$ cat src/pkg/sync_mode_pkg.sv
// Shared constants and carriers for the timing synchronizer mode control.
// Assumes a 40 MHz core clock and a byte-addressed register port with 8-bit address and 32-bit data.
package sync_mode_pkg;
  localparam int CLK_HZ = 40_000_000;
  localparam int LOCK_TIME_S = 25;
  localparam int LOCK_CYCLES = LOCK_TIME_S * CLK_HZ;
  localparam int STORE_TIME_MS = 30;
  localparam int STORE_CYCLES = STORE_TIME_MS * (CLK_HZ / 1000);
  localparam int FREQ_W = 24;
  localparam int PIN_W = 10;
  localparam int EVT_W = 5;

  localparam logic [7:0] ADDR_STATUS = 8'h00;
  localparam logic [7:0] ADDR_CLEAR = 8'h04;
  localparam logic [7:0] ADDR_ENABLE = 8'h08;
  localparam logic [7:0] ADDR_STATE = 8'h0c;
  localparam logic [7:0] ADDR_CTRL = 8'h10;

  localparam int EVT_CHANGE = 0;
  localparam int EVT_AUTO_IN = 1;
  localparam int EVT_AUTO_OUT = 2;
  localparam int EVT_LOCK_LATE = 3;
  localparam int EVT_BAD_PINS = 4;

  localparam logic [EVT_W-1:0] ENABLE_RST = 5'h00;
  localparam logic CTRL_MON_RST = 1'b1;

  localparam int STATE_FSM_POS = 0;
  localparam int STATE_SEC_POS = 3;
  localparam int STATE_CORR_POS = 4;
  localparam int STATE_MODE_POS = 5;
  localparam int STATE_FSEL_POS = 7;
  localparam int STATE_LOCK_POS = 9;

  localparam logic [1:0] MS_NORMAL = 2'h0;
  localparam logic [1:0] MS_HOLD = 2'h1;
  localparam logic [1:0] MS_FREE = 2'h2;
  localparam logic [1:0] MS_AUTO = 2'h3;
  localparam logic [1:0] FS_RESERVED = 2'h0;

  typedef enum logic [1:0] {DPLL_NORMAL, DPLL_HOLDOVER, DPLL_FREERUN} dpll_mode_t;

  typedef struct packed {
    logic frame_pulse_8k_out;
    logic ref_impaired;
    logic primary_loss_in;
    logic secondary_loss_in;
    logic guard_time_in;
    logic mode_sel_high;
    logic mode_sel_low;
    logic ref_select_in;
    logic freq_sel_high;
    logic freq_sel_low;
  } ctrl_pins_t;

  typedef struct packed {
    logic use_secondary_reference;
    logic phase_step_corrector_en;
    logic corrector_realign;
    dpll_mode_t mode;
  } loop_ctrl_t;
endpackage : sync_mode_pkg

$ cat src/rtl/input_sync.sv
// Two-stage synchronizer for a bundle of asynchronous pins.
// Assumes the pins change slowly against the core clock.
`timescale 1ns/1ps
`default_nettype none
module input_sync #(
  parameter int W = 10
) (
  input wire logic core_clk,
  input wire logic nrst,
  input wire logic ce,
  input wire logic [W-1:0] d_in,
  output logic [W-1:0] q_out
);
  typedef struct packed {
    logic [W-1:0] s1;
    logic [W-1:0] s2;
  } sync_state_t;

  sync_state_t s_q, s_d;

  if (W < 1) begin : g_bad_width
    $error("input_sync width must be positive");
  end

  always_comb begin
    s_d.s1 = d_in;
    s_d.s2 = s_q.s1;
  end

  always_ff @(posedge core_clk or negedge nrst) begin
    if (!nrst) begin
      s_q <= '0;
    end else if (ce) begin
      s_q <= s_d;
    end
  end

  assign q_out = s_q.s2;
endmodule : input_sync
`default_nettype wire

$ cat src/rtl/holdover_store.sv
// Two-slot frequency store that feeds the oscillator in holdover.
// Assumes the frequency word and strobes share the core clock.
`timescale 1ns/1ps
`default_nettype none
module holdover_store #(
  parameter int FW = 24,
  parameter int PERIOD = 1_200_000
) (
  input wire logic core_clk,
  input wire logic nrst,
  input wire logic ce,
  input wire logic store_en,
  input wire logic load,
  input wire logic [FW-1:0] freq_in,
  output logic [FW-1:0] hold_freq
);
  localparam int CW = $clog2(PERIOD + 1);

  typedef struct packed {
    logic [1:0][FW-1:0] slot;
    logic [1:0] valid;
    logic next_slot;
    logic [CW-1:0] cnt;
    logic [FW-1:0] hold;
  } store_state_t;

  store_state_t s_q, s_d;

  if (PERIOD < 2 || FW < 1) begin : g_bad_param
    $error("holdover_store needs PERIOD of 2 or more");
  end

  always_comb begin
    s_d = s_q;
    if (!store_en) begin
      s_d.cnt = '0;
    end else if (s_q.cnt == CW'(PERIOD - 1)) begin
      // Alternate slots so the other one is always one period older
      s_d.cnt = '0;
      s_d.slot[s_q.next_slot] = freq_in;
      s_d.valid[s_q.next_slot] = 1'b1;
      s_d.next_slot = ~s_q.next_slot;
    end else begin
      s_d.cnt = s_q.cnt + CW'(1);
    end
    // Older slot is the next write target, never the latest sample
    if (load && s_q.valid[s_q.next_slot]) begin
      s_d.hold = s_q.slot[s_q.next_slot];
    end
  end

  always_ff @(posedge core_clk or negedge nrst) begin
    if (!nrst) begin
      s_q <= '0;
    end else if (ce) begin
      s_q <= s_d;
    end
  end

  assign hold_freq = s_q.hold;
endmodule : holdover_store
`default_nettype wire

$ cat src/rtl/sync_mode_control_fsm.sv
// Mode and reference control for the timing synchronizer loop.
// Assumes pins arrive asynchronously; lock flag and frequency word share
// the core clock with this block.
//
// How it works
// - Selected reference impaired in Normal: enter auto-holdover at once.
// - Reference valid again: leave auto-holdover back to Normal, same reference.
// - Auto-holdover entry and exit never engage the phase-step corrector.
// - Every state change happens on a frame pulse rising edge.
// - Machine drives reference select, corrector enable, corrector realign, loop mode.
// - Primary holdover to primary normal: corrector on if guard 1, off if 0.
// - Auto, primary normal: guard 0 goes primary holdover, 1 secondary normal.
// - Mode pins: 00 normal, 01 holdover, 10 freerun, 11 automatic.
// - Manual: reference pin picks primary/secondary; auto: 1 is reserved.
// - Automatic control picks mode and reference from loss and guard pins.
// - After reset the loop must lock within 25 seconds.
// - In locked Normal, store frequency every 30 ms in alternating slots.
// - Holdover takes the stored value 30 to 60 ms old.
// - Frequency pins pick 8 kHz, 1.544 MHz or 2.048 MHz reference.
// - Freerun runs from the master clock and ignores both references.
// - Reference switch: holdover first, realign corrector, then Normal.
//
// Chosen here: the address-and-strobe port and the register addresses.
`timescale 1ns/1ps
`default_nettype none
module sync_mode_control_fsm #(
  parameter int LOCK_CYCLES = sync_mode_pkg::LOCK_CYCLES,
  parameter int STORE_CYCLES = sync_mode_pkg::STORE_CYCLES,
  parameter int FREQ_W = sync_mode_pkg::FREQ_W
) (
  input wire logic core_clk,
  input wire logic nrst,
  input wire logic ce,
  input wire sync_mode_pkg::ctrl_pins_t pins,
  input wire logic dpll_locked,
  input wire logic [FREQ_W-1:0] dpll_freq,
  input wire logic [7:0] reg_addr,
  input wire logic [31:0] reg_wdata,
  input wire logic reg_wr,
  input wire logic reg_rd,
  output logic [31:0] reg_rdata,
  output sync_mode_pkg::loop_ctrl_t loop_ctrl,
  output logic [1:0] freq_sel,
  output logic [FREQ_W-1:0] holdover_freq,
  output logic irq
);
  localparam int LCW = 30;
  localparam int EW = sync_mode_pkg::EVT_W;

  typedef enum logic [2:0] {
    ST_FREE, ST_NORM, ST_HOLD, ST_AUTO_HOLD, ST_REALIGN
  } fsm_t;

  typedef struct packed {
    fsm_t st;
    logic ref_sec;
    logic corr_en;
    sync_mode_pkg::loop_ctrl_t ctl;
    logic [1:0] fsel;
    logic fp_prev;
    logic mon_en;
    logic [EW-1:0] status;
    logic [EW-1:0] enable;
    logic [31:0] rdata;
    logic [LCW-1:0] lock_cnt;
    logic lock_done;
  } ctl_state_t;

  ctl_state_t s_q, s_d;
  sync_mode_pkg::ctrl_pins_t p;
  logic tick;
  logic [1:0] ms;
  logic hold_load;
  logic [EW-1:0] evt;
  logic [EW-1:0] clr;

  if (LOCK_CYCLES < 2 || LOCK_CYCLES >= 2 ** LCW) begin : g_bad_lock
    $error("LOCK_CYCLES out of range for the lock timer");
  end

  // All control pins pass two flops before use
  input_sync #(
    .W(sync_mode_pkg::PIN_W)
  ) u_pin_sync (
    .core_clk(core_clk),
    .nrst(nrst),
    .ce(ce),
    .d_in(pins),
    .q_out(p)
  );

  holdover_store #(
    .FW(FREQ_W),
    .PERIOD(STORE_CYCLES)
  ) u_store (
    .core_clk(core_clk),
    .nrst(nrst),
    .ce(ce),
    .store_en(s_q.st == ST_NORM && dpll_locked),
    .load(hold_load),
    .freq_in(dpll_freq),
    .hold_freq(holdover_freq)
  );

  // Corrector is needed on any entry to Normal except primary hold to
  // primary normal with guard low, or a move out of freerun.
  function automatic logic needs_align(fsm_t st, logic cur_sec,
                                       logic tgt_sec, logic gt);
    logic r;
    r = 1'b0;
    case (st)
      ST_NORM: r = cur_sec != tgt_sec;
      ST_HOLD, ST_AUTO_HOLD: r = cur_sec || tgt_sec || gt;
      default: r = 1'b0;
    endcase
    return r;
  endfunction : needs_align

  function automatic logic is_hold(fsm_t st);
    return st == ST_HOLD || st == ST_AUTO_HOLD || st == ST_REALIGN;
  endfunction : is_hold

  always_comb begin
    logic go_free;
    logic go_hold;
    logic go_norm;
    logic tgt;
    go_free = 1'b0;
    go_hold = 1'b0;
    go_norm = 1'b0;
    tgt = s_q.ref_sec;
    s_d = s_q;
    evt = '0;
    ms = {p.mode_sel_high, p.mode_sel_low};
    // Frame pulse rising edge paces the machine
    tick = p.frame_pulse_8k_out && !s_q.fp_prev;
    s_d.fp_prev = p.frame_pulse_8k_out;
    s_d.fsel = {p.freq_sel_high, p.freq_sel_low};
    s_d.ctl.corrector_realign = 1'b0;

    if (tick) begin
      case (ms)
        sync_mode_pkg::MS_FREE: go_free = 1'b1;
        sync_mode_pkg::MS_NORMAL: begin
          go_norm = 1'b1;
          tgt = p.ref_select_in;
        end
        sync_mode_pkg::MS_HOLD: begin
          if (s_q.st == ST_NORM && (p.ref_select_in || !s_q.ref_sec)) begin
            go_hold = 1'b1;
            tgt = p.ref_select_in;
          end
        end
        default: begin
          if (p.ref_select_in) begin
            evt[sync_mode_pkg::EVT_BAD_PINS] = 1'b1;
          end else if (p.primary_loss_in && p.secondary_loss_in) begin
            go_hold = s_q.st == ST_NORM;
          end else if (!p.primary_loss_in) begin
            go_norm = 1'b1;
            tgt = 1'b0;
          end else if (p.guard_time_in) begin
            go_norm = 1'b1;
            tgt = 1'b1;
          end else if (s_q.st == ST_FREE) begin
            go_norm = 1'b1;
            tgt = 1'b0;
          end else if (s_q.st == ST_NORM && !s_q.ref_sec) begin
            go_hold = 1'b1;
            tgt = 1'b0;
          end else if (s_q.st != ST_NORM && s_q.ref_sec) begin
            go_norm = 1'b1;
            tgt = 1'b1;
          end
        end
      endcase
      if ({p.freq_sel_high, p.freq_sel_low} == sync_mode_pkg::FS_RESERVED) begin
        evt[sync_mode_pkg::EVT_BAD_PINS] = 1'b1;
      end

      if (go_free) begin
        s_d.st = ST_FREE;
      end else if (s_q.st == ST_REALIGN) begin
        s_d.st = ST_NORM;
      end else if (s_q.st == ST_AUTO_HOLD && ms == sync_mode_pkg::MS_HOLD) begin
        s_d.st = ST_HOLD;
      end else if (go_hold) begin
        s_d.st = ST_HOLD;
        s_d.ref_sec = tgt;
      end else if (go_norm) begin
        if (s_q.st == ST_AUTO_HOLD && tgt == s_q.ref_sec) begin
          // Back to Normal with corrector untouched
          if (!p.ref_impaired || !s_q.mon_en) begin
            s_d.st = ST_NORM;
          end
        end else if (s_q.st == ST_NORM && tgt == s_q.ref_sec) begin
          s_d.st = ST_NORM;
        end else if (needs_align(s_q.st, s_q.ref_sec, tgt,
                                 p.guard_time_in)) begin
          // Holdover while the corrector realigns to the new input
          s_d.st = ST_REALIGN;
          s_d.ref_sec = tgt;
          s_d.corr_en = 1'b1;
        end else begin
          s_d.st = ST_NORM;
          s_d.ref_sec = tgt;
          s_d.corr_en = 1'b0;
        end
      end

      // Impaired input while staying in Normal forces auto-holdover
      if (s_q.st == ST_NORM && s_d.st == ST_NORM && s_q.mon_en &&
          p.ref_impaired) begin
        s_d.st = ST_AUTO_HOLD;
      end
    end

    // Loop controls follow the next state so they leave flops
    s_d.ctl.use_secondary_reference = s_d.ref_sec;
    s_d.ctl.phase_step_corrector_en = s_d.corr_en;
    s_d.ctl.corrector_realign = s_d.st == ST_REALIGN &&
                                s_q.st != ST_REALIGN;
    case (s_d.st)
      ST_FREE: s_d.ctl.mode = sync_mode_pkg::DPLL_FREERUN;
      ST_NORM: s_d.ctl.mode = sync_mode_pkg::DPLL_NORMAL;
      default: s_d.ctl.mode = sync_mode_pkg::DPLL_HOLDOVER;
    endcase
    hold_load = is_hold(s_d.st) && !is_hold(s_q.st);

    evt[sync_mode_pkg::EVT_CHANGE] = s_d.st != s_q.st;
    evt[sync_mode_pkg::EVT_AUTO_IN] = s_d.st == ST_AUTO_HOLD &&
                                      s_q.st != ST_AUTO_HOLD;
    evt[sync_mode_pkg::EVT_AUTO_OUT] = s_q.st == ST_AUTO_HOLD &&
                                       s_d.st == ST_NORM;

    // Lock watchdog from reset release
    if (!s_q.lock_done) begin
      if (dpll_locked) begin
        s_d.lock_done = 1'b1;
      end else if (s_q.lock_cnt == LCW'(LOCK_CYCLES - 1)) begin
        s_d.lock_done = 1'b1;
        evt[sync_mode_pkg::EVT_LOCK_LATE] = 1'b1;
      end else begin
        s_d.lock_cnt = s_q.lock_cnt + LCW'(1);
      end
    end

    // Register port; a new event beats a clear in the same cycle
    clr = '0;
    if (reg_wr) begin
      case (reg_addr)
        sync_mode_pkg::ADDR_CLEAR: clr = reg_wdata[EW-1:0];
        sync_mode_pkg::ADDR_ENABLE: s_d.enable = reg_wdata[EW-1:0];
        sync_mode_pkg::ADDR_CTRL: s_d.mon_en = reg_wdata[0];
        default: ;
      endcase
    end
    s_d.status = (s_q.status & ~clr) | evt;

    s_d.rdata = '0;
    if (reg_rd) begin
      case (reg_addr)
        sync_mode_pkg::ADDR_STATUS: s_d.rdata[EW-1:0] = s_q.status;
        sync_mode_pkg::ADDR_ENABLE: s_d.rdata[EW-1:0] = s_q.enable;
        sync_mode_pkg::ADDR_CTRL: s_d.rdata[0] = s_q.mon_en;
        sync_mode_pkg::ADDR_STATE: begin
          s_d.rdata[sync_mode_pkg::STATE_FSM_POS +: 3] = s_q.st;
          s_d.rdata[sync_mode_pkg::STATE_SEC_POS] = s_q.ref_sec;
          s_d.rdata[sync_mode_pkg::STATE_CORR_POS] = s_q.corr_en;
          s_d.rdata[sync_mode_pkg::STATE_MODE_POS +: 2] = s_q.ctl.mode;
          s_d.rdata[sync_mode_pkg::STATE_FSEL_POS +: 2] = s_q.fsel;
          s_d.rdata[sync_mode_pkg::STATE_LOCK_POS] = dpll_locked;
        end
        default: ;
      endcase
    end
  end

  always_ff @(posedge core_clk or negedge nrst) begin
    if (!nrst) begin
      s_q <= '0;
      s_q.st <= ST_FREE;
      s_q.ctl.mode <= sync_mode_pkg::DPLL_FREERUN;
      s_q.enable <= sync_mode_pkg::ENABLE_RST;
      s_q.mon_en <= sync_mode_pkg::CTRL_MON_RST;
    end else if (ce) begin
      s_q <= s_d;
    end
  end

  assign reg_rdata = s_q.rdata;
  assign loop_ctrl = s_q.ctl;
  assign freq_sel = s_q.fsel;
  assign irq = |(s_q.status & s_q.enable);

  a_step_on_frame: assert property (@(posedge core_clk) disable iff (!nrst)
    !(ce && tick) |=> $stable(s_q.st))
    else $error("state moved without a frame edge");

  a_auto_hold_entry: assert property (@(posedge core_clk) disable iff (!nrst)
    (ce && tick && s_q.st == ST_NORM && s_q.mon_en && p.ref_impaired &&
     ms == sync_mode_pkg::MS_AUTO && !p.ref_select_in && !p.primary_loss_in &&
     !s_q.ref_sec) |=> s_q.st == ST_AUTO_HOLD)
    else $error("impaired reference did not enter auto-holdover");

  a_auto_hold_exit: assert property (@(posedge core_clk) disable iff (!nrst)
    (ce && tick && s_q.st == ST_AUTO_HOLD && !p.ref_impaired &&
     ms == sync_mode_pkg::MS_AUTO && !p.ref_select_in && !p.primary_loss_in &&
     !s_q.ref_sec) |=> s_q.st == ST_NORM)
    else $error("auto-holdover did not return to normal");

  a_auto_no_corr: assert property (@(posedge core_clk) disable iff (!nrst)
    ($past(s_q.st) == ST_AUTO_HOLD && s_q.st == ST_NORM) |->
      $stable(s_q.corr_en) && !s_q.ctl.corrector_realign)
    else $error("auto-holdover exit touched the corrector");

  a_realign_then_norm: assert property (@(posedge core_clk) disable iff (!nrst)
    (ce && tick && s_q.st == ST_REALIGN && ms != sync_mode_pkg::MS_FREE) |=>
      s_q.st == ST_NORM && s_q.corr_en)
    else $error("realign did not finish in normal");

  a_guard_branch: assert property (@(posedge core_clk) disable iff (!nrst)
    (ce && tick && s_q.st == ST_NORM && !s_q.ref_sec &&
     ms == sync_mode_pkg::MS_AUTO && !p.ref_select_in && p.primary_loss_in &&
     !p.secondary_loss_in) |=>
      s_q.st == ($past(p.guard_time_in) ? ST_REALIGN : ST_HOLD))
    else $error("guard level picked the wrong branch");

  a_guard_corrector: assert property (@(posedge core_clk) disable iff (!nrst)
    (ce && tick && s_q.st == ST_HOLD && !s_q.ref_sec &&
     ms == sync_mode_pkg::MS_NORMAL && !p.ref_select_in) |=>
      s_q.corr_en == $past(p.guard_time_in))
    else $error("corrector enable does not follow guard level");

  a_manual_free: assert property (@(posedge core_clk) disable iff (!nrst)
    (ce && tick && ms == sync_mode_pkg::MS_FREE) |=> ##1
      loop_ctrl.mode == sync_mode_pkg::DPLL_FREERUN || !$past(ce))
    else $error("freerun select did not reach the loop");
endmodule : sync_mode_control_fsm
`default_nettype wire

$ cat config.mk
export PLATFORM = sky130hd
export DESIGN_NAME = sync_mode_control_fsm
export DESIGN_NICKNAME = d
export VERILOG_FILES = /design/src/pkg/sync_mode_pkg.sv /design/src/rtl/input_sync.sv /design/src/rtl/holdover_store.sv /design/src/rtl/sync_mode_control_fsm.sv
export SDC_FILE = /design/constraint.sdc
export NUM_CORES = 1
export LEC_CHECK = 0
export BUFFER_PORTS_ARGS = -buffer_cell sky130_fd_sc_hd__buf_2
export CORE_MARGIN = 2
export CORE_UTILIZATION = 35
export DETAILED_ROUTE_END_ITERATION = 10
export PLACE_DENSITY_LB_ADDON = 0.25
export RECOVER_POWER = 50
export REMOVE_ABC_BUFFERS = 1
export SYNTH_ARGS = -nofsm -noshare
export SYNTH_HDL_FRONTEND = slang
export SYNTH_SLANG_ARGS = --single-unit
$ cat constraint.sdc
create_clock -name core_clk -period 6.18 [get_ports core_clk]
set_input_delay 0.927 -clock core_clk [delete_from_list [all_inputs] [get_ports core_clk]]
set_output_delay 0.927 -clock core_clk [all_outputs]
set_load 0.05 [all_outputs]
Word-level counts from Yosys, hierarchy flattened
Index checks and enable logic that the tools add are counted.

storage, ports and cells
  bits in registers = 179
  output and inout port bits = 64

operators by class
  reduce and logical (&&, ||, !) cells = 49
  multiplexer cells = 84
  eq/ne operators = 25
  $add $sub $neg = 2
  bitwise logic cells = 15
  magnitude comparators = 2

operators with widths
  cell                                           count
  2-to-1 mux 24 bit                              3
  bitwise mux 48 bit                             1
  2-to-1 mux 1 bit                               48
  2-to-1 mux 21 bit                              2
  adder 30 x 1 -> 30 bit, second input constant  1
  == test 30 bit, second input constant          1
  2-to-1 mux 5 bit                               6
  demux 24 bit (select 1 bit)                    1
  2-to-1 mux 3 bit                               8
  adder 21 x 1 -> 21 bit, second input constant  1
  == test 21 bit, second input constant          1
  logical AND 1 bit                              18
  == test 8 x 4 -> 1 bit, second input constant  2
  == test 3 x 2 -> 1 bit, second input constant  4
  case mux 4 bit (3 select lines)                1
  AND 5 bit                                      2
  2-to-1 mux 10 bit                              1
  2-to-1 mux 2 bit                               5
  inverter 1 bit                                 10
  == test 3 x 1 -> 1 bit, second input constant  3
  AND reduction 3 bit                            3
  AND reduction 9 bit                            1
  == test 8 x 3 -> 1 bit, second input constant  1
  == test 8 x 5 -> 1 bit, second input constant  1
  33 further kinds                               52

Depth between registers and ports, before layout
Gate-level depths: netlist (run 1).

  depth after elaboration = 43
  depth in mapped cells = 15

Modules after synthesis
From an unflattened synthesis (run 1), not the netlist that was laid out.

unflattened totals
  cell total of the unflattened synthesis = 796
  area, all modules = 8933.6 µm²

by module, submodules not included
  module                 area each (µm²)  instances  cells each
  holdover_store         4398.0           1          379
  sync_mode_control_fsm  3712.3           1          375
  input_sync             823.3            1          42

Least setup slack after synthesis (run 1)
No wires, ideal clock.

  path type = register to register
  start = register loop_ctrl[4] (netlist name)
  end = register u_store.s_q (netlist bit u_store.hold_freq[10])
  path slack = 2454 ps
  cell stages (with the launch flop) = 15
  period minus slack after synthesis = 3726 ps
  path buffers = 2
  arrival time = 3601 ps
  path through = dfrtp_1 -> clkbuf_1 -> a21oi_1 -> o31ai_1 -> a22oi_1 -> mux2_2 -> ha_1 -> inv_1 -> a2111oi_1 -> a211oi_2 -> o2111ai_2 -> a31oi_4 -> mux2i_4 -> buf_6 -> mux2_4

RTL lines
  what                    RTL line              source
  end signal: assignment  holdover_store.sv:54  s_q <= '0;
  end signal: assignment  holdover_store.sv:56  s_q <= s_d;
  end: declaration        holdover_store.sv:27  store_state_t s_q, s_d;

Worst setup path after layout (run 1)
  start = register s_q[85] in the netlist's numbering
  end = register u_store.s_q (netlist bit u_store.hold_freq[16])

between the ends
  longest elaborated chain between the ends = 43

RTL lines
  what                                      RTL line                      source
  start: declaration                        sync_mode_control_fsm.sv:69   ctl_state_t s_q, s_d;
  inequality test 3 x 1 -> 1 bit            sync_mode_control_fsm.sv:171  end else if (s_q.st != ST_NORM && s_q.ref_sec) begin
  logical AND 1 bit                         sync_mode_control_fsm.sv:171
  2-to-1 mux 1 bit                          sync_mode_control_fsm.sv:171
  2-to-1 mux 1 bit                          sync_mode_control_fsm.sv:168  end else if (s_q.st == ST_NORM && !s_q.ref_sec) begin
  2-to-1 mux 1 bit                          sync_mode_control_fsm.sv:165  end else if (s_q.st == ST_FREE) begin
  2-to-1 mux 1 bit                          sync_mode_control_fsm.sv:162  end else if (p.guard_time_in) begin
  2-to-1 mux 1 bit                          sync_mode_control_fsm.sv:159  end else if (!p.primary_loss_in) begin
  2-to-1 mux 1 bit                          sync_mode_control_fsm.sv:157  end else if (p.primary_loss_in && p.secondary_loss_in) begin
  [24 not listed]                           --
  logical AND 1 bit (3 in a row)            sync_mode_control_fsm.sv:212  if (s_q.st == ST_NORM && s_d.st == ST_NORM && s_q.mon_en &&
  2-to-1 mux 3 bit                          sync_mode_control_fsm.sv:212
  2-to-1 mux 5 bit                          sync_mode_control_fsm.sv:141  if (tick) begin
  == test 3 x 2 -> 1 bit                    sync_mode_control_fsm.sv:120  return st == ST_HOLD || st == ST_AUTO_HOLD || st == ST_REALIGN;
  logical OR 1 bit (2 in a row)             sync_mode_control_fsm.sv:120
  logical AND 1 bit (*)                     sync_mode_control_fsm.sv:228  hold_load = is_hold(s_d.st) && !is_hold(s_q.st);
  logical AND 1 bit (*)                     holdover_store.sv:47          if (load && s_q.valid[s_q.next_slot]) begin
  AND reduction 2 bit (no source line) (*)  --

Mark *: on every way between the ends. The rest lies on a longest branch, timed or not. The select of a mux whose other input is x is not followed.
A chain may end at the register's enable or synchronous reset.

==> metrics, run 1 <==
status=finished, violations left; failing checks=capacitance limit, slew limit; final wirelength=approximately 17 mm; worst vdd ir=~140 uV; max-capacitance violation count=3; RSZ-0062 raised after global routing=no; Clock Tree Buf Depth=2; slew margin rel.=-73.44%; pwr/cell area=284.0 mW/mm^2; Seq pwr share=46.6%; initial antenna violation count=0; DPL Wire Length=roughly 12 mm; crit start category=flip-flop; wire per inst=between 10 and 15 um; initial cell density of the core=a little over a third; Worst-Margin Slew=around 2.6 ns; first-pass GRT wire length=slightly below 30 mm; CTS root buf=clkbuf_16; Post-CTS Hold Fix Bufs=0; Final Hold Viols=0; Worst R2R Start=s_q[85]; synthesized instance count=between 700 and 800; endpoint class of the critical path=flip-flop; Yosys reg bits=approximately 180; vias in the first global route=approximately 5500; Rows=57; fill count=around 2400; internal power=between 1500 and 2000 uW; Slowest cell on crit path=a2111oi_1; Die Area=around 0.026 mm^2; CP startpoint=s_q[85]; ratio of cells with drive above 1 in the final layout=about a third; Placer Congestion=between 0.7 and 0.8; GRT Util Overall=a little over an eighth; Critical Path Max Stage Delay=approximately 0.79 ns; Post-synth EDFFs=0; share of the synthesized area in the top cell type=between 50% and 60%; area delta synth->final=11.86%; min-delay src=s_q[0]; average instance area after synthesis=around 12 um^2; Pwr Total=approximately 2800 uW; WS Path Type=flip-flop to flip-flop; Reg clk slew, reported paths=around 0.080 ns; Min Hold Slack=0.4627 ns; final net count=around 900; Die H=roughly 160 um; maximum operating frequency=around 200 MHz; Starting DRT DRC Count=approximately 270; Layout Cells excl Fill=about 1100; Final Max Tran Viols=131; Vias/cell=between 4 and 5; Die Width=about 160 um; Max H-tree Level=4; post-CTS setup buffer count=0; hold crit path type=flip-flop to flip-flop; top_reg_cell synth=dfrtp_1; power share of the clock group=between 30 and 40%; Worst Path Max Fanout=14; Clock Sinks=between 150 and 200; Net Sw Power=868.2 uW; endpoints failing setup=0; Synth cell types=59; Skew-Pair Late Insertion Delay=0.44 ns; IO Pins=between 100 and 150; post-CTS sizing=0; Comb pwr share=between 10% and 20%; Ys Warns=0; TritonCTS clock tree=done; # DRC=0; critical path data arrival time=approximately 5.2 ns; P_leak=0.004650 uW; Critical Path RT=roughly 6.5 ns; DR vias=~5500; Cell Area, Synth=between 0.008 and 0.009 mm^2; Core ar.=0.02446 mm^2; post-route minimum period=4.903 ns; number of diodes=0; Layout Skew=between 0.02 and 0.025 ns; post-synthesis sequential area ratio=about half; placed cells=1114; Async S/R FF share, synth=100.0%; largest net degree at the start of global routing=between 90 and 100; critical-path cell list=or3_1 -> a21oi_1 -> o31ai_1 -> a22oi_1 -> mux2_2 -> ha_1 -> inv_1 -> a2111oi_1 -> a211oi_2 -> o211ai_1 -> nand4b_1 -> mux2i_4 -> buf_4 -> mux2_4; DRT Pass-1 Iters=5; Setup TNS=0 ns; count of buffers from port buffering=94; post-route ant nets=0; cts bufs inserted=17; Net Sw Frac=roughly 31%; Yosys top cell by area=dfrtp_1; synth top area cells=dfrtp_1, mux2_2, buf_4; Final period util=79.34%; global route overflow=0
## stage by stage
step | setup WS [ns] | instance area (um^2) | utilization, %
2_1_floorplan | 1.829 | 8237 | -
3_3_place_gp | 1.277 | 9179 | 37.52
3_5_place_dp | 1.284 | 9179 | 37.52
4_1_cts | 1.290 | 9809 | 40.10
5_1_grt | 0.9370 | 9797 | 40.05
6_report | 1.277 | 9797 | 40.05
## logic make-up (layout without fill, tap and decap cells)
logic type                 count (synthesis)  in the layout  share of synthesized area (%)
other                                      1             22                        0.04282
xor gates and xnor gates                  47             47                          4.700
AOI/OAI and AO/OA                         73             73                          5.900
adders and majority gates                  3              3                         0.4286
DFF                                      179            179                          51.17
and+or+nand+nor                          206            206                          11.66
muxes                                    134            134                          18.17
buffers and inverters                    115            158                          7.929
## critical path, delay by kind of cell, from the launching register on
kind,cells,cell delay [ns]
buf+inv,2,0.43
simple gates,2,0.40
fa+ha+maj,1,0.31
compound gates,6,1.70
mux,3,1.31
flops,1,0.62
## state kept, by name, summed over array words and instances (netlist names)
| register | count |
|---|---|
| u_store.hold_freq | 24 |
| u_store.s_q | 72 |
| s_q | 46 |
| u_pin_sync.q_out | 10 |
| reg_rdata | 10 |
| loop_ctrl | 5 |
| u_pin_sync.s_d | 10 |
| freq_sel | 2 |
## worst paths after layout
check / endpoint / slack, ns / cells after the start
worst max-delay path: u_store.hold_freq[16] / 1.28 / 14
worst min-delay path: s_q[0] / 0.46 / 1
worst max register to register: u_store.hold_freq[16] / 1.28 / 14
worst min register to register: s_q[0] / 0.46 / 1
max in group asynchronous: u_store.s_q[24] / 2.69 / 2
min in group asynchronous: reg_rdata[3] / 0.58 / 1
## synthesized netlist by cell type, types with 2 or more instances
master     instances
or3_1              2
a31oi_1            2
buf_4             64
o32ai_1            2
mux2_4            20
a22oi_1            8
o21ai_0           22
buf_6              3
o2111ai_1          2
and3_1            11
and4_1             3
xnor2_1           20
nor3b_1            2
o21a_1             3
mux2i_1            3
a2bb2oi_1          2
o211ai_1           2
or2_2              3
nand4_1           15
inv_1             25
buf_1              3
and2_1             6
a21o_1             3
nor3_1            12
nand2_1           61
nand3_1           26
clkbuf_1          20
nand2b_1           4
ha_1               3
xor2_1            27
nor2_1            44
nand4b_1           2
dfstp_2            2
nor4bb_1           2
a21oi_1            5
nor2b_1            3
nor4_1             4
o31ai_1            2
mux2_2           110
o22ai_1            8
nor4b_1            3
dfrtp_1          177
## cell type report
| type | count | area [um^2] | share of cell area [%] |
|---|---|---|---|
| Clock buffer | 17 | 425.4 | 4.342 |
| Multi-Input combinational cell | 485 | 3666 | 37.42 |
| Sequential cell | 179 | 4482 | 45.75 |
| Tap cell | 324 | 405.4 | 4.138 |
| Inverter | 25 | 93.84 | 0.9579 |
| Timing Repair Buffer | 101 | 519.2 | 5.300 |
| Clock inverter | 15 | 205.2 | 2.095 |
## metal layers
metal | GRT usage [%] | up-vias | wire (um)
li1 | - | 2659 | -
met1 | 19.68 | 2723 | 8499
met2 | 20.52 | 88 | 7758
met3 | 3.498 | 15 | 630
met4 | 3.741 | 0 | 184
met5 | 0 | - | 0
## power groups by stage
stage          clock network (uW)  logic [uW]  registers [uW]
2_1_floorplan                   0         228            1340
3_3_place_gp                    0         379            1320
3_5_place_dp                    0         379            1320
4_1_cts                      1140         381            1300
5_1_grt                      1200         420            1310
6_report                     1110         375            1300
## placed cells by master (no fill, tap or decap), types with 4 or more instances in the layout
| cell | count |
|---|---|
| xor2_1 | 27 |
| nand3_1 | 26 |
| clkbuf_1 | 4 |
| clkbuf_16 | 17 |
| and3_1 | 11 |
| and2_1 | 6 |
| buf_2 | 92 |
| clkinv_8 | 8 |
| dfrtp_1 | 177 |
| nor2_1 | 44 |
| a22oi_1 | 8 |
| nor4_1 | 4 |
| nor3_1 | 11 |
| nand4_1 | 15 |
| xnor2_1 | 20 |
| nand2_1 | 61 |
| a21oi_1 | 5 |
| o21ai_0 | 22 |
| mux2_4 | 20 |
| inv_1 | 25 |
| buf_4 | 4 |
| nand2b_1 | 4 |
| mux2_2 | 110 |
| o22ai_1 | 8 |
| conb_1 | 22 |
Power figures use the tool's default switching activity.
==> run 2, diff against run 1 <==
==> constraint.sdc (replaced) <==
create_clock -name core_clk -period 4.4 [get_ports core_clk]
set_input_delay 0.66 -clock core_clk [delete_from_list [all_inputs] [get_ports core_clk]]
set_output_delay 0.66 -clock core_clk [all_outputs]
set_load 0.05 [all_outputs]
==> run 2 against run 1 <==
Compared with the run above:
- the run still ends with capacitance limit, slew limit left
- critical path depth up 1
- worst hold slack worse by 0.0035 ns
- combinational power up 58%
- count of clock-buffer cells in the layout unchanged
- critical path type unchanged
- design area up 0.32%
- clock power up 40%
- critical endpoint is now u_store.hold_freq[2]
- fmax up 25%
==> metrics, run 2 (synthesis gave the netlist of run 1 again) <==
Skew-Pair Late Insertion Delay=0.44 ns (about the same); max FFs per register=72 (unchanged); Starting DRT DRC Count=244 (was 274); Reg clk slew, reported paths=0.08 ns (about the same); Worst-Margin Slew=1.945 ns (was 2.602 ns); worst vdd ir=236.9 uV (was 137.9 uV); post-route minimum period=3.912 ns (was 4.903 ns); Die H=162.2 um (unchanged); Vias/cell=4.771 (was 4.786); Critical Path RT=4.72 ns (was 6.49 ns); CP top delay family=compound AO/OA/AOI/OAI gates (unchanged); slew margin rel.=-29.66% (was -73.44%); ratio of cells with drive above 1 in the final layout=33.49% (was 33.09%); final net count=897 (was 892); Setup TNS=0 ns (unchanged); post-route ant nets=0 (unchanged); post-CTS sizing=0 (unchanged); WS Path Type=flip-flop to flip-flop (unchanged); endpoint class of the critical path=flip-flop (unchanged); Reg with most FFs=u_store.s_q (unchanged); Clock Sinks=179 (unchanged); failing checks=capacitance limit, slew limit (unchanged); pwr/cell area=400.0 mW/mm^2 (was 284.0 mW/mm^2); first-pass GRT wire length=28.99 mm (was 29.03 mm); Worst Path Max Fanout=24 (was 14); Min Hold Slack=0.4592 ns (was 0.4627 ns); Placed Area=0.009241 mm^2 (was 0.009179 mm^2); vias in the first global route=5488 (was 5537); routed wl met2=7.829 mm (was 7.758 mm); Slowest cell on crit path=a2111oi_1 (unchanged); critical-path cell list=or3_1 -> a21oi_1 -> o31ai_1 -> a22oi_1 -> mux2_2 -> ha_1 -> inv_1 -> a2111oi_1 -> buf_4 -> and2_1 -> a22oi_1 -> nand4b_1 -> mux2i_4 -> buf_12 -> mux2_2 (was or3_1 -> a21oi_1 -> o31ai_1 -> a22oi_1 -> mux2_2 -> ha_1 -> inv_1 -> a2111oi_1 -> a211oi_2 -> o211ai_1 -> nand4b_1 -> mux2i_4 -> buf_4 -> mux2_4); post-CTS setup buffer count=0 (unchanged); initial cell density of the core=35.80% (unchanged); DPL Wire Length=11.43 mm (was 11.54 mm); Post-CTS Hold Fix Bufs=0 (unchanged); fill count=2362 (was 2391); P_leak=0.004673 uW (was 0.004650 uW); Post-Layout Inst Area=0.009828 mm^2 (was 0.009797 mm^2); global route overflow=0 (unchanged); maximum operating frequency=255.6 MHz (was 203.9 MHz); Place WS=0.4805 ns (was 1.284 ns); area delta synth->final=12.21% (was 11.86%); Core ar.=0.02446 mm^2 (unchanged); Layout Skew=0.01761 ns (was 0.02463 ns); status=finished, violations left (unchanged); crit start category=flip-flop (unchanged); final wirelength=17.24 mm (was 17.07 mm); count of buffers from port buffering=94 (unchanged); Post-Route M1 WL=8.497 mm (was 8.499 mm); critical path data arrival time=4.23 ns (was 5.22 ns); Final period util=88.92% (was 79.34%); cts bufs inserted=17 (unchanged); worst path buffer plus inverter count=3 (was 2); max-capacitance violation count=2 (was 3); Rows=57 (unchanged); DRT Pass-1 Iters=4 (was 5); Setup WS post-layout=0.4876 ns (was 1.277 ns); uppermost layer routed=met4 (unchanged); Die Width=162.2 um (unchanged); CTS root buf=clkbuf_16 (unchanged); placed cells=1119 (was 1114); r2r setup slk=0.49 ns (was 1.28 ns); RSZ-0062 raised after global routing=no (unchanged); largest net degree at the start of global routing=104 (was 97); commonest non-fill, non-tap cells in the layout=dfrtp_1, mux2_2, buf_2 (unchanged); most common cell after layout, fill and taps aside=dfrtp_1 (unchanged); Max H-tree Level=4 (unchanged); # DRC=0 (unchanged); GRT Util Overall=13.74% (was 13.69%); Final Hold Viols=0 (unchanged); IO Pins=144 (unchanged); Critical Path Max Stage Delay=0.57 ns (was 0.79 ns); number of diodes=0 (unchanged); endpoints failing setup=0 (unchanged); Clock Tree Buf Depth=2 (unchanged); hold crit path type=primary input to flip-flop (was flip-flop to flip-flop); DR vias=5491 (was 5485); Die Area=0.02631 mm^2 (unchanged); Final Max Tran Viols=112 (was 131); wire per inst=14.98 um (was 14.90 um); TritonCTS clock tree=done (unchanged); Placer Congestion=0.7595 (was 0.7692); Layout Cells excl Fill=1151 (was 1146); initial antenna violation count=0 (unchanged); met3 wire length=703 um (was 630 um)
run 2: changes by cell type in the layout (fill, tap and decap cells not counted):
cell | before | now
clkbuf_8 | 1 | 0
buf_2 | 92 | 91
inv_12 | 1 | 2
inv_6 | 0 | 3
clkinv_4 | 2 | 0
buf_12 | 0 | 1
inv_8 | 3 | 4
clkbuf_2 | 0 | 1
clkbuf_4 | 0 | 1
clkinv_8 | 8 | 5
buf_4 | 4 | 8
run 2: final cells by class:
cell class | count | area, um^2 | share of cell area, %
sequential | 179 | 4482 | 45.60
multi-input combinational | 485 | 3666 | 37.30
timing repair buffer | 106 | 563.0 | 5.729
clock buffer | 17 | 425.4 | 4.328
tap | 324 | 405.4 | 4.125
clock inverter | 15 | 192.7 | 1.961
inverter | 25 | 93.84 | 0.9548
run 2: final timing paths:
check / to / from / cells after the start
worst max-delay path: u_store.hold_freq[2] / s_q[86] / 15
worst min-delay path: u_store.s_q[68] / dpll_freq[20] / 2
worst max register to register: u_store.hold_freq[2] / s_q[86] / 15
worst min register to register: s_q[0] / s_q[0] / 1
max in group asynchronous: u_store.s_q[84] / nrst / 2
min in group asynchronous: reg_rdata[3] / nrst / 1
run 2: metrics by stage:
step	total power, uW	util (%)
after CTS	3989	40.30
after global placement	2416	37.78
after global routing	4127	40.18
after detailed placement	2419	37.78
after floorplan	2204	-
final	3931	40.18
run 2: where the power goes:
part / switching [uW] / leakage [uW] / internal, uW
logic: 383 / 0.00196 / 208
clock network: 772 / 0.000296 / 783
registers: 65.9 / 0.00242 / 1720
total: 1220 / 0.00467 / 2710
run 2: metal layers:
metal,GRT usage (%),vias to the layer above
li1,-,2668
met1,19.09,2708
met2,21.47,100
met3,3.396,15
met4,3.741,0
met5,0,-
